--- config.mk ---
export PLATFORM = sky130hd
export DESIGN_NAME = oamu_unit
export DESIGN_NICKNAME = d
export VERILOG_FILES = /design/src/hw/oamu_pkg.sv /design/src/hw/oamu_unit.sv /design/src/hw/oamu_regfile.sv /design/src/hw/oamu_step.sv
export SDC_FILE = /design/constraint.sdc
export NUM_CORES = 1
export LEC_CHECK = 0
export BUFFER_PORTS_ARGS = -buffer_cell sky130_fd_sc_hd__buf_2
export CORE_UTILIZATION = 60
export CTS_CLUSTER_SIZE = 12
export DETAILED_ROUTE_END_ITERATION = 8
export MAX_ROUTING_LAYER = met4
export PLACE_DENSITY = 0.81
export REMOVE_ABC_BUFFERS = 1
export SYNTH_ARGS = -nofsm -noshare
export SYNTH_HDL_FRONTEND = slang
export SYNTH_SLANG_ARGS = --single-unit
--- constraint.sdc ---
create_clock -name CLOCK_IN -period 4.4 [get_ports CLOCK_IN]
set_input_delay 1.1 -clock CLOCK_IN [delete_from_list [all_inputs] [get_ports CLOCK_IN]]
set_output_delay 1.1 -clock CLOCK_IN [all_outputs]
set_load 0.005 [all_outputs]
--- src/hw/oamu_pkg.sv ---
package oamu_pkg;

    localparam int WORD_W = 16;
    localparam int REG_IDX_W = 3;
    localparam int MODE_W = 3;
    localparam int SPEC_W = 6;
    localparam int NUM_REGS = 8;

    // Operand specifier field positions
    localparam int SPEC_MODE_HI = 5;
    localparam int SPEC_MODE_LO = 3;
    localparam int SPEC_REG_HI = 2;
    localparam int SPEC_REG_LO = 0;
    localparam int SPEC_DEFER_BIT = 3;

    // Addressing modes
    localparam logic [2:0] MODE_REG = 3'h0;
    localparam logic [2:0] MODE_REG_DEF = 3'h1;
    localparam logic [2:0] MODE_AUTOINC = 3'h2;
    localparam logic [2:0] MODE_AUTOINC_DEF = 3'h3;
    localparam logic [2:0] MODE_AUTODEC = 3'h4;
    localparam logic [2:0] MODE_AUTODEC_DEF = 3'h5;
    localparam logic [2:0] MODE_INDEX = 3'h6;

    // Stack pointer and program counter register numbers
    localparam logic [2:0] SP_IDX = 3'h6;
    localparam logic [2:0] PC_IDX = 3'h7;

    localparam logic [15:0] STEP_BYTE = 16'h0001;
    localparam logic [15:0] STEP_WORD = 16'h0002;
    localparam logic [15:0] ZERO_WORD = 16'h0000;
    localparam logic [15:0] LOW_BYTE_MASK = 16'h00ff;

    typedef struct packed {
        logic [SPEC_W-1:0] spec;   // Mode in [5:3], register in [2:0]
        logic byte_op;             // Byte-sized instruction
    } oamu_req_t;

    typedef struct packed {
        logic in_reg;              // Operand lives in a general register
        logic [REG_IDX_W-1:0] reg_num;
        logic [WORD_W-1:0] addr;   // Effective address for memory operands
        logic [WORD_W-1:0] data;   // Operand value
        logic unsupported;         // Mode outside this unit
    } oamu_res_t;

    typedef struct packed {
        logic wr_en;
        logic [REG_IDX_W-1:0] wr_idx;
        logic [WORD_W-1:0] wr_data;
    } oamu_wr_t;

endpackage

--- src/hw/oamu_unit.sv ---
`timescale 1ns/1ns
// Behaviour
// - Mode 0: register is operand, bytes low
// - Mode 0 issues no bus cycle
// - Mode 1: register is address, unchanged
// - Memory operands are read over the bus
// - Mode 2: advance register after operand fetch
// - Mode 2 step: one byte, two word
// - Mode 2 always two for SP, PC
// - Mode 3: read pointer, then add two
// - Mode 4: decrement, write back, then use
// - Mode 4 step: one byte, two word
// - Mode 4 always two for SP, PC
// - Mode 5: subtract two, read pointer there
// - Mode 6: fetch index word after instruction
// - Mode 6 address is register plus index
// - Specifier: mode bits 5:3, register 2:0
// - Bit 3 set selects deferred variant in modes 1, 3, 5; mode 7 is unsupported
// - Register 7 is PC, 6 is SP
// - Each PC word fetch in modes 2, 3, 6 adds two
module oamu_unit (
    input wire logic CLOCK_IN,                          // 250 MHz clock
    input wire logic RST_N_IN,                          // Async reset, low
    input wire logic REQ_VALID_IN,                      // Decoder offers a specifier
    input wire oamu_pkg::oamu_req_t REQ_IN,             // Specifier and size
    output logic REQ_READY_OUT,                         // Unit idle, takes request
    output logic RES_VALID_OUT,                         // Result pulse
    output oamu_pkg::oamu_res_t RES_OUT,                // Operand result
    output logic BUS_REQ_OUT,                           // Bus read request
    output logic [15:0] BUS_ADDR_OUT,                   // Bus read address
    output logic BUS_BYTE_OUT,                          // Byte-sized operand read
    input wire logic BUS_ACK_IN,                        // Bus read done
    input wire logic [15:0] BUS_RDATA_IN,               // Bus read data
    input wire oamu_pkg::oamu_wr_t RF_WR_IN,            // Execute-stage register write
    output logic RF_WR_BUSY_OUT                         // Execute write refused this cycle
);
    typedef enum logic [2:0] {
        OAMU_IDLE = 3'h0,
        OAMU_RDREG = 3'h1,
        OAMU_IDXF = 3'h3,
        OAMU_PTRF = 3'h2,
        OAMU_OPF = 3'h6,
        OAMU_DONE = 3'h7
    } oamu_state_t;

    oamu_state_t state_reg, state_next;
    logic [2:0] mode_reg, mode_next;
    logic [2:0] sel_reg, sel_next;
    logic byte_reg, byte_next;
    logic [15:0] base_reg, base_next;
    logic [15:0] addr_reg, addr_next;
    logic [15:0] data_reg, data_next;
    logic in_reg_reg, in_reg_next;
    logic unsup_reg, unsup_next;
    logic [15:0] sel_val;
    logic [15:0] pc_val;
    logic [15:0] step;
    logic [2:0] req_mode;
    logic [2:0] req_sel;
    logic deferred;
    oamu_pkg::oamu_wr_t own_wr;
    oamu_pkg::oamu_wr_t rf_wr;

    // Specifier decode
    assign req_mode = REQ_IN.spec[oamu_pkg::SPEC_MODE_HI:oamu_pkg::SPEC_MODE_LO];
    assign req_sel = REQ_IN.spec[oamu_pkg::SPEC_REG_HI:oamu_pkg::SPEC_REG_LO];
    assign deferred = mode_reg[oamu_pkg::SPEC_DEFER_BIT - oamu_pkg::SPEC_MODE_LO];

    oamu_regfile u_regfile (
        .clk_in(CLOCK_IN),
        .rst_n_in(RST_N_IN),
        .rd_a_idx_in(sel_next), // Index of the taking edge, so the read-register cycle sees the new register
        .rd_b_idx_in(oamu_pkg::PC_IDX),
        .wr_in(rf_wr),
        .rd_a_data_out(sel_val),
        .rd_b_data_out(pc_val)
    );

    oamu_step u_step (
        .mode_in(mode_reg),
        .reg_in(sel_reg),
        .byte_op_in(byte_reg),
        .step_out(step)
    );

    // Own register updates win over execute-stage writes
    always_comb begin
        own_wr = '0;
        case (state_reg)
            OAMU_RDREG: begin
                if (mode_reg == oamu_pkg::MODE_AUTODEC || mode_reg == oamu_pkg::MODE_AUTODEC_DEF) begin
                    own_wr.wr_en = 1'b1;
                    own_wr.wr_idx = sel_reg;
                    own_wr.wr_data = sel_val - step;
                end
            end
            OAMU_IDXF: begin
                if (BUS_ACK_IN) begin
                    own_wr.wr_en = 1'b1;
                    own_wr.wr_idx = oamu_pkg::PC_IDX;
                    own_wr.wr_data = base_reg + oamu_pkg::STEP_WORD;
                end
            end
            OAMU_PTRF: begin
                if (BUS_ACK_IN && mode_reg == oamu_pkg::MODE_AUTOINC_DEF) begin
                    own_wr.wr_en = 1'b1;
                    own_wr.wr_idx = sel_reg;
                    own_wr.wr_data = base_reg + step;
                end
            end
            OAMU_OPF: begin
                if (BUS_ACK_IN && mode_reg == oamu_pkg::MODE_AUTOINC) begin
                    own_wr.wr_en = 1'b1;
                    own_wr.wr_idx = sel_reg;
                    own_wr.wr_data = base_reg + step;
                end
            end
            default: begin
                own_wr = '0;
            end
        endcase
        rf_wr = own_wr.wr_en ? own_wr : RF_WR_IN;
        RF_WR_BUSY_OUT = own_wr.wr_en && RF_WR_IN.wr_en;
    end

    always_comb begin
        state_next = state_reg;
        mode_next = mode_reg;
        sel_next = sel_reg;
        byte_next = byte_reg;
        base_next = base_reg;
        addr_next = addr_reg;
        data_next = data_reg;
        in_reg_next = in_reg_reg;
        unsup_next = unsup_reg;
        case (state_reg)
            OAMU_IDLE: begin
                if (REQ_VALID_IN) begin
                    mode_next = req_mode;
                    sel_next = req_sel;
                    byte_next = REQ_IN.byte_op;
                    in_reg_next = 1'b0;
                    unsup_next = 1'b0;
                    addr_next = oamu_pkg::ZERO_WORD;
                    data_next = oamu_pkg::ZERO_WORD;
                    state_next = OAMU_RDREG;
                end
            end
            OAMU_RDREG: begin
                base_next = sel_val;
                case (mode_reg)
                    oamu_pkg::MODE_REG: begin
                        in_reg_next = 1'b1;
                        data_next = byte_reg ? (sel_val & oamu_pkg::LOW_BYTE_MASK) : sel_val;
                        state_next = OAMU_DONE;
                    end
                    oamu_pkg::MODE_REG_DEF, oamu_pkg::MODE_AUTOINC: begin
                        addr_next = sel_val;
                        state_next = OAMU_OPF;
                    end
                    oamu_pkg::MODE_AUTOINC_DEF: begin
                        addr_next = sel_val;
                        state_next = OAMU_PTRF;
                    end
                    oamu_pkg::MODE_AUTODEC, oamu_pkg::MODE_AUTODEC_DEF: begin
                        addr_next = sel_val - step;
                        state_next = deferred ? OAMU_PTRF : OAMU_OPF;
                    end
                    oamu_pkg::MODE_INDEX: begin
                        base_next = pc_val;
                        addr_next = pc_val;
                        state_next = OAMU_IDXF;
                    end
                    default: begin
                        unsup_next = 1'b1;
                        state_next = OAMU_DONE;
                    end
                endcase
            end
            OAMU_IDXF: begin
                if (BUS_ACK_IN) begin
                    // PC as base means the PC already stepped past the index word
                    addr_next = ((sel_reg == oamu_pkg::PC_IDX) ? base_reg + oamu_pkg::STEP_WORD : sel_val)
                        + BUS_RDATA_IN;
                    state_next = OAMU_OPF;
                end
            end
            OAMU_PTRF: begin
                if (BUS_ACK_IN) begin
                    addr_next = BUS_RDATA_IN;
                    state_next = OAMU_OPF;
                end
            end
            OAMU_OPF: begin
                if (BUS_ACK_IN) begin
                    data_next = byte_reg ? (BUS_RDATA_IN & oamu_pkg::LOW_BYTE_MASK) : BUS_RDATA_IN;
                    state_next = OAMU_DONE;
                end
            end
            OAMU_DONE: begin
                state_next = OAMU_IDLE;
            end
            default: begin
                state_next = OAMU_IDLE;
            end
        endcase
    end

    always_ff @(posedge CLOCK_IN or negedge RST_N_IN) begin
        if (!RST_N_IN) begin
            state_reg <= OAMU_IDLE;
            mode_reg <= oamu_pkg::MODE_REG;
            sel_reg <= 3'h0;
            byte_reg <= 1'b0;
            base_reg <= oamu_pkg::ZERO_WORD;
            addr_reg <= oamu_pkg::ZERO_WORD;
            data_reg <= oamu_pkg::ZERO_WORD;
            in_reg_reg <= 1'b0;
            unsup_reg <= 1'b0;
        end else begin
            state_reg <= state_next;
            mode_reg <= mode_next;
            sel_reg <= sel_next;
            byte_reg <= byte_next;
            base_reg <= base_next;
            addr_reg <= addr_next;
            data_reg <= data_next;
            in_reg_reg <= in_reg_next;
            unsup_reg <= unsup_next;
        end
    end

    assign REQ_READY_OUT = (state_reg == OAMU_IDLE);
    assign RES_VALID_OUT = (state_reg == OAMU_DONE);
    assign BUS_REQ_OUT = (state_reg == OAMU_IDXF) || (state_reg == OAMU_PTRF) || (state_reg == OAMU_OPF);
    assign BUS_ADDR_OUT = addr_reg;
    assign BUS_BYTE_OUT = byte_reg && (state_reg == OAMU_OPF);
    assign RES_OUT.in_reg = in_reg_reg;
    assign RES_OUT.reg_num = sel_reg;
    assign RES_OUT.addr = addr_reg;
    assign RES_OUT.data = data_reg;
    assign RES_OUT.unsupported = unsup_reg;
endmodule // oamu_unit

--- src/hw/oamu_regfile.sv ---
`timescale 1ns/1ns
module oamu_regfile #(
    parameter int WIDTH = oamu_pkg::WORD_W,
    parameter int DEPTH = oamu_pkg::NUM_REGS,
    parameter int IDX_W = oamu_pkg::REG_IDX_W
) (
    input wire logic clk_in,                // Clock
    input wire logic rst_n_in,              // Async reset, low
    input wire logic [IDX_W-1:0] rd_a_idx_in, // Read port A index
    input wire logic [IDX_W-1:0] rd_b_idx_in, // Read port B index
    input wire oamu_pkg::oamu_wr_t wr_in,   // Write port
    output logic [WIDTH-1:0] rd_a_data_out, // Registered read A
    output logic [WIDTH-1:0] rd_b_data_out  // Registered read B
);
    logic [WIDTH-1:0] mem_reg [DEPTH];
    logic [WIDTH-1:0] rd_a_next;
    logic [WIDTH-1:0] rd_b_next;

    always_comb begin
        rd_a_next = mem_reg[rd_a_idx_in];
        rd_b_next = mem_reg[rd_b_idx_in];
        // Write-through, so a write on the read edge is not lost to the reader
        if (wr_in.wr_en && wr_in.wr_idx == rd_a_idx_in) begin
            rd_a_next = wr_in.wr_data;
        end
        if (wr_in.wr_en && wr_in.wr_idx == rd_b_idx_in) begin
            rd_b_next = wr_in.wr_data;
        end
    end

    always_ff @(posedge clk_in or negedge rst_n_in) begin
        if (!rst_n_in) begin
            rd_a_data_out <= '0;
            rd_b_data_out <= '0;
        end else begin
            rd_a_data_out <= rd_a_next;
            rd_b_data_out <= rd_b_next;
        end
    end

    // Storage has no reset, as in a real register file
    always_ff @(posedge clk_in) begin
        if (wr_in.wr_en) begin
            mem_reg[wr_in.wr_idx] <= wr_in.wr_data;
        end
    end
endmodule // oamu_regfile

--- src/hw/oamu_step.sv ---
`timescale 1ns/1ns
module oamu_step (
    input wire logic [2:0] mode_in,         // Addressing mode
    input wire logic [2:0] reg_in,          // Selected register
    input wire logic byte_op_in,            // Byte-sized instruction
    output logic [15:0] step_out            // Register step amount
);
    always_comb begin
        step_out = oamu_pkg::STEP_WORD;
        if ((mode_in == oamu_pkg::MODE_AUTOINC || mode_in == oamu_pkg::MODE_AUTODEC) && byte_op_in
            && reg_in != oamu_pkg::SP_IDX && reg_in != oamu_pkg::PC_IDX) begin
            step_out = oamu_pkg::STEP_BYTE;
        end
    end
endmodule // oamu_step

# Yosys cells after proc, flatten, opt, wreduce, memory -nomap -nowiden
# Memories as Yosys holds them, arrays and structs flattened. A register that Yosys moved wholly into a read port is not among the register bits.
# Index checks and enable logic that the tools add are counted.
# Widths: inputs -> output; s select.
dict set report word_totals {
  n_memories 1
  word_cells 99
  inputBits 47
  ff_bits 60
  mem_bits_rw 128
}
dict set report classes {
  reduce_logical 29
  eq_ne 22
  n_mux 34
  add_sub_neg 4
}
# memory depth width read_ports rd_ports_with_merged_regs wr line
set mem_list {}
lappend mem_list {u_regfile.mem_reg 8 16 2 2 1 oamu_regfile.sv:15} ;# logic [WIDTH-1:0] mem_reg [DEPTH];
# operator count
set op_table {}
lappend op_table {{$mux 16} 9}
lappend op_table {{$mux 20} 5}
lappend op_table {{$pmux 16 s3} 2}
lappend op_table {{$pmux 20 s4} 1}
lappend op_table {{$pmux 16 s4} 1}
lappend op_table {{$add 16x16->16} 2}
lappend op_table {{$pmux 3 s4} 2}
lappend op_table {{$eq 3x3->1 const B} 6}
lappend op_table {{$mux 3} 6}
lappend op_table {{$add 16x2->16 const B} 1}
lappend op_table {{$sub 16x16->16} 1}
lappend op_table {{$eq 3x2->1 const B} 4}
lappend op_table {{$ne 2x2->1 const B} 5}
lappend op_table {{$reduce_and 3->1} 3}
lappend op_table {{$logic_and 1x1->1} 7}
lappend op_table {{$reduce_or 7->1} 1}
lappend op_table {{$eq 3x1->1 const B} 2}
lappend op_table {{$logic_not 3->1} 2}
lappend op_table {{$ne 3x3->1 const B} 2}
lappend op_table {{$reduce_or 2->1} 3}
lappend op_table {{$mux 1} 5}
lappend op_table {{$reduce_and 5->1} 1}
lappend op_table {{$logic_or 1x1->1} 4}
lappend op_table {{$ne 2x1->1 const B} 2}
lappend op_table {{10 further kinds} 12}

# Longest topological paths before layout
dict set report logic_depth {
  ltp_word 12
  ltp_mapped 16
  ltp_nobuf 14
}

# By module
# Synthesis repeated with hierarchy kept, for this count alone.
dict set report unflattened {
  hier_cells 1185
  hier_area_um2 13902.1
}
# module n_inst cells_each area_per_inst_um2 seq_area_each_um2
set by_module_without_submodules {}
lappend by_module_without_submodules {oamu_regfile 1 333 7362.1 4644.5}
lappend by_module_without_submodules {oamu_unit 1 833 6399.9 1501.4}
lappend by_module_without_submodules {oamu_step 1 19 140.1 0.0}

# Least setup slack after synthesis
# No wires, ideal clock.
dict set report synth_timing {
  path_kind {input-to-reg}
  from {input port BUS_ACK_IN}
  to {memory u_regfile.mem_reg[6][0] (netlist bit), enable pin}
  required_ns 3.981
  n_path_buf 4
  setup_slack_ns 0.324
  t_arrival_ns 3.657
  path_stages 8
  setup_time_ns 0.419
  cell_sequence {clkbuf_1 and4_1 buf_2 a31o_2 buf_2 buf_1 a21oi_1 a311oi_1}
}
dict set report synth_between {
  elab_chain_cells 6
}
# item line
set synth_lines {}
lappend synth_lines {{from (decl)} oamu_unit.sv:32} ;# input wire logic BUS_ACK_IN,
lappend synth_lines {{$logic_and 1x1->1, on equally long branches} {oamu_unit.sv:112, oamu_unit.sv:105}}
lappend synth_lines {{$mux 20, on equally long branches} {oamu_unit.sv:112, oamu_unit.sv:105}}
lappend synth_lines {{$pmux 20 s4 *} oamu_unit.sv:89} ;# case (state_reg)
lappend synth_lines {{$mux 20 *} oamu_unit.sv:122} ;# rf_wr = own_wr.wr_en ? own_wr : RF_WR_IN;
lappend synth_lines {{$mux 1} oamu_regfile.sv:43} ;# if (wr_in.wr_en) begin
lappend synth_lines {{$mux 1 (not written as such)} oamu_regfile.sv:44} ;# mem_reg[wr_in.wr_idx] <= wr_in.wr_data;
lappend synth_lines {{to (decl)} oamu_regfile.sv:15}
# Every way passes the cells marked *; elsewhere a longest branch is shown, timed or not.

==> run_results.csv <==
group,metric,value,unit
final_layout,antenna_cells,0,
critical_path,cp_max_fo,10,
critical_path,cp_cell_sequence,"nor2b_1 > or2_2 > nand4_1 > inv_1 > ha_1 > fa_1 > or3b_2 > nor4b_1 > xnor2_1 > nor2_1 > a31oi_1 > a31oi_1 > mux2_2",
clock_tree,postCtsHoldBufs,0,
critical_path,max_stage_delay,670,ps
final_layout,fill_cells,1493,
critical_path,startpoint_type,"flip-flop",
final_layout,synthToLayoutAreaGrowth,11.5,%
clock_tree,ctsRootBufferMaster,"clkbuf_16",
critical_path,cp_num_buf_inv,1,
clock_tree,cts-resized-gates,0,
synthesis,yosysWarnings,0,
synthesis,yosysTopAreaCell,"edfxtp_1",
detailed_routing,drt-pass1-iter-count,5,
global_route,grt_pass1_vias,9334,
synthesis,synth_area_leaders,"edfxtp_1 31%, dfrtp_1 19%, nand2_1 7.5%",
critical_path,end_kind,"flip-flop",
detailed_routing,detail_route.wl_per_cell,20.4,um
critical_path,critPathTopFamily,"simple AND/OR/NAND/NOR gates",
clock_tree,numCtsBuffers,24,
global_route,antenna_found_initial,0,
synthesis,syn-cell-area,0.0122,mm^2
detailed_routing,first_iter_violations,931,
clock_tree,cts_tree,"done",
synthesis,synthDistinctLibCells,68,
placed_design,io_buffers,104,
timing,rsz0062_at_grt,"no",
detailed_routing,num_vias,10000,
floorplanning,die_h,145,um
synthesis,synth_flop_cell,"edfxtp_1",
clock_tree,cts.clk_slew.worst_paths,60,ps
timing,period_share,92.9,%
clock_tree,post_cts_buffers,0,
floorplanning,io_pins,105,
global_route,grt_max_degree,93,
timing,tightest_slew,1210,ps
detailed_routing,vias_per_cell,6.27,
timing,finalSetupViolations,0,
power,max-vdd-ir-drop,0.000439,V
outcome,status,"finished clean",
timing,fin_ws,314,ps
timing,fmax,245,MHz
detailed_routing,drc,0,
critical_path,critPathMostFrequentCell,"a31oi_1",
floorplanning,dieArea,0.0210,mm^2
global_route,grt_use_total,32.9,%
detailed_routing,routed_wl,32600,um
timing,maxSlewHeadroom,19.3,%
clock_tree,clockBufferDepth,3,
final_layout,drive_above_1_share,16.1,%
placed_design,pre_cts_ws,401,ps
global_route,grt-ovfl-total,0,
synthesis,synth_area_per_cell,9.69,um^2
power,p_per_area,701,mW/mm^2
floorplanning,coreArea,0.0197,mm^2
clock_tree,htreeDepth,1,
synthesis,synth-seq-cells,220,
timing,finClkSkew,14.6,ps
power,power,9.57,mW
critical_path,slowest_stage,"a31oi_1",
min_path,hold_path.class,"reg -> reg",
power,leakage,5.62,nW
synthesis,yosysTopAreaCellShare,31.4,%
synthesis,yosysSeqAreaShare,50.3,%
final_layout,design.final.nets,1387,
timing,period_minus_slack,4090,ps
clock_tree,clock_latency,540,ps
synthesis,synth_edf_count,128,
synthesis,async_flop_share,41.8,%
placed_design,hpwlAfterDp,22200,um
flow_run,drv_cap,0,
floorplanning,initial_core_util,62.0,%
floorplanning,die_w,145,um
final_layout,largest_reg_flops,128,
timing,slew_viol_final,0,
placed_design,gp_congestion,1.00,
global_route,grt_pass1_wl,50700,um
detailed_routing,ant_nets,0,
critical_path,critPathArrivalTime,4560,ps
synthesis,synth_cells,1262,
clock_tree,clock-sinks,220,
floorplanning,row_count,51,
critical_path,required,4870,ps
timing,finalHoldViolations,0,
critical_path,worst-setup-path-type,"reg -> reg",
through the flow:
stage	hold WS [ps]	instance area (um^2)	setup TNS [ps]	std cells	utilization (%)
finish	473	13600	0	1599	69.2
detailed placement	465	12900	0	1555	65.5
global route	499	13600	0	1599	69.2
floorplan	449	11700	-36050	1148	-
CTS	479	13600	0	1599	69.2
global placement	456	12900	0	1555	65.5
kinds of logic after synthesis:
| family | after synthesis | synth area share [%] |
|---|---|---|
| flops | 220 | 50.3 |
| simple gates | 463 | 17.1 |
| compound gates | 305 | 16.2 |
| mux | 59 | 5.35 |
| fa+ha+maj | 24 | 2.64 |
| xor+xnor | 43 | 3.08 |
| buf+inv | 148 | 5.34 |
area by class of cell:
| type | count | area, um^2 | area share (%) |
|---|---|---|---|
| clock buffers | 37 | 659 | 4.83 |
| clock inverters | 7 | 67.6 | 0.495 |
| inverters | 34 | 128 | 0.935 |
| multi-input cells | 894 | 5480 | 40.2 |
| flip-flops and latches | 220 | 6150 | 45.0 |
| well taps | 265 | 332 | 2.43 |
| repair buffers | 142 | 833 | 6.11 |
cell usage after synthesis, drive strengths merged (11+ instances only):
cell    instances
inv            34
o21ai         103
nor2           62
a22oi          22
clkbuf         75
mux2i          35
nor2b          12
nand2         243
a221oi         11
dfrtp          92
mux2           21
nor3           19
o22ai          16
buf            39
xnor2          25
edfxtp        128
and3           12
nand3          65
a21oi          48
ha             21
o31ai          15
xor2           18
a31oi          15
metal layers:
| metal | share of wire [%] | GRT usage [%] | vias up |
|---|---|---|---|
| met2 | 47 | 52.8 | 526 |
| met1 | 42 | 43.4 | 4770 |
| li1 | - | - | 4656 |
| met4 | 3.1 | 12.2 | 0 |
| met5 | 0 | - | - |
| met3 | 8.3 | 3.69 | 77 |
placed cells by master (no fill, tap or decap), types with 18 or more instances in the layout:
| cell | Yosys | layout |
|---|---|---|
| a22oi_1 | 22 | 22 |
| nand2_1 | 243 | 243 |
| a21oi_1 | 48 | 47 |
| buf_4 | 19 | 37 |
| o21ai_0 | 103 | 103 |
| nor3_1 | 19 | 19 |
| inv_1 | 32 | 32 |
| mux2i_1 | 35 | 34 |
| nand3_1 | 65 | 65 |
| clkbuf_16 | 0 | 24 |
| ha_1 | 21 | 21 |
| buf_2 | 15 | 103 |
| edfxtp_1 | 128 | 128 |
| xnor2_1 | 25 | 25 |
| nor2_1 | 62 | 61 |
| xor2_1 | 18 | 18 |
| mux2_2 | 21 | 21 |
| dfrtp_1 | 92 | 92 |
where the power goes:
part           internal (mW)  leakage [nW]  switching [mW]
Combinational           1.68          2.95            2.69
Clock                   1.04         0.350           0.809
Sequential              2.77          2.32           0.568
worst min-delay path, cell delays in order (launching register included):
cell and delay [ps]:
dfrtp_1 340, nand2_1 40, o21ai_0 60
final timing paths:
kind / startpoint / end / slack [ps] / cells after the start
hold reg to reg: data_reg[2] / data_reg[2] / 470 / 2
max in group asynchronous: RST_N_IN / in_reg_reg / 3350 / 2
hold / removal: data_reg[2] / data_reg[2] / 470 / 2
setup reg to reg: mode_reg[1] / u_regfile.rd_a_data_out[12] / 310 / 13
setup / recovery: mode_reg[1] / u_regfile.rd_a_data_out[12] / 310 / 13
min in group asynchronous: RST_N_IN / unsup_reg / 570 / 2
Note: power is estimated with default switching activity, not from simulation.
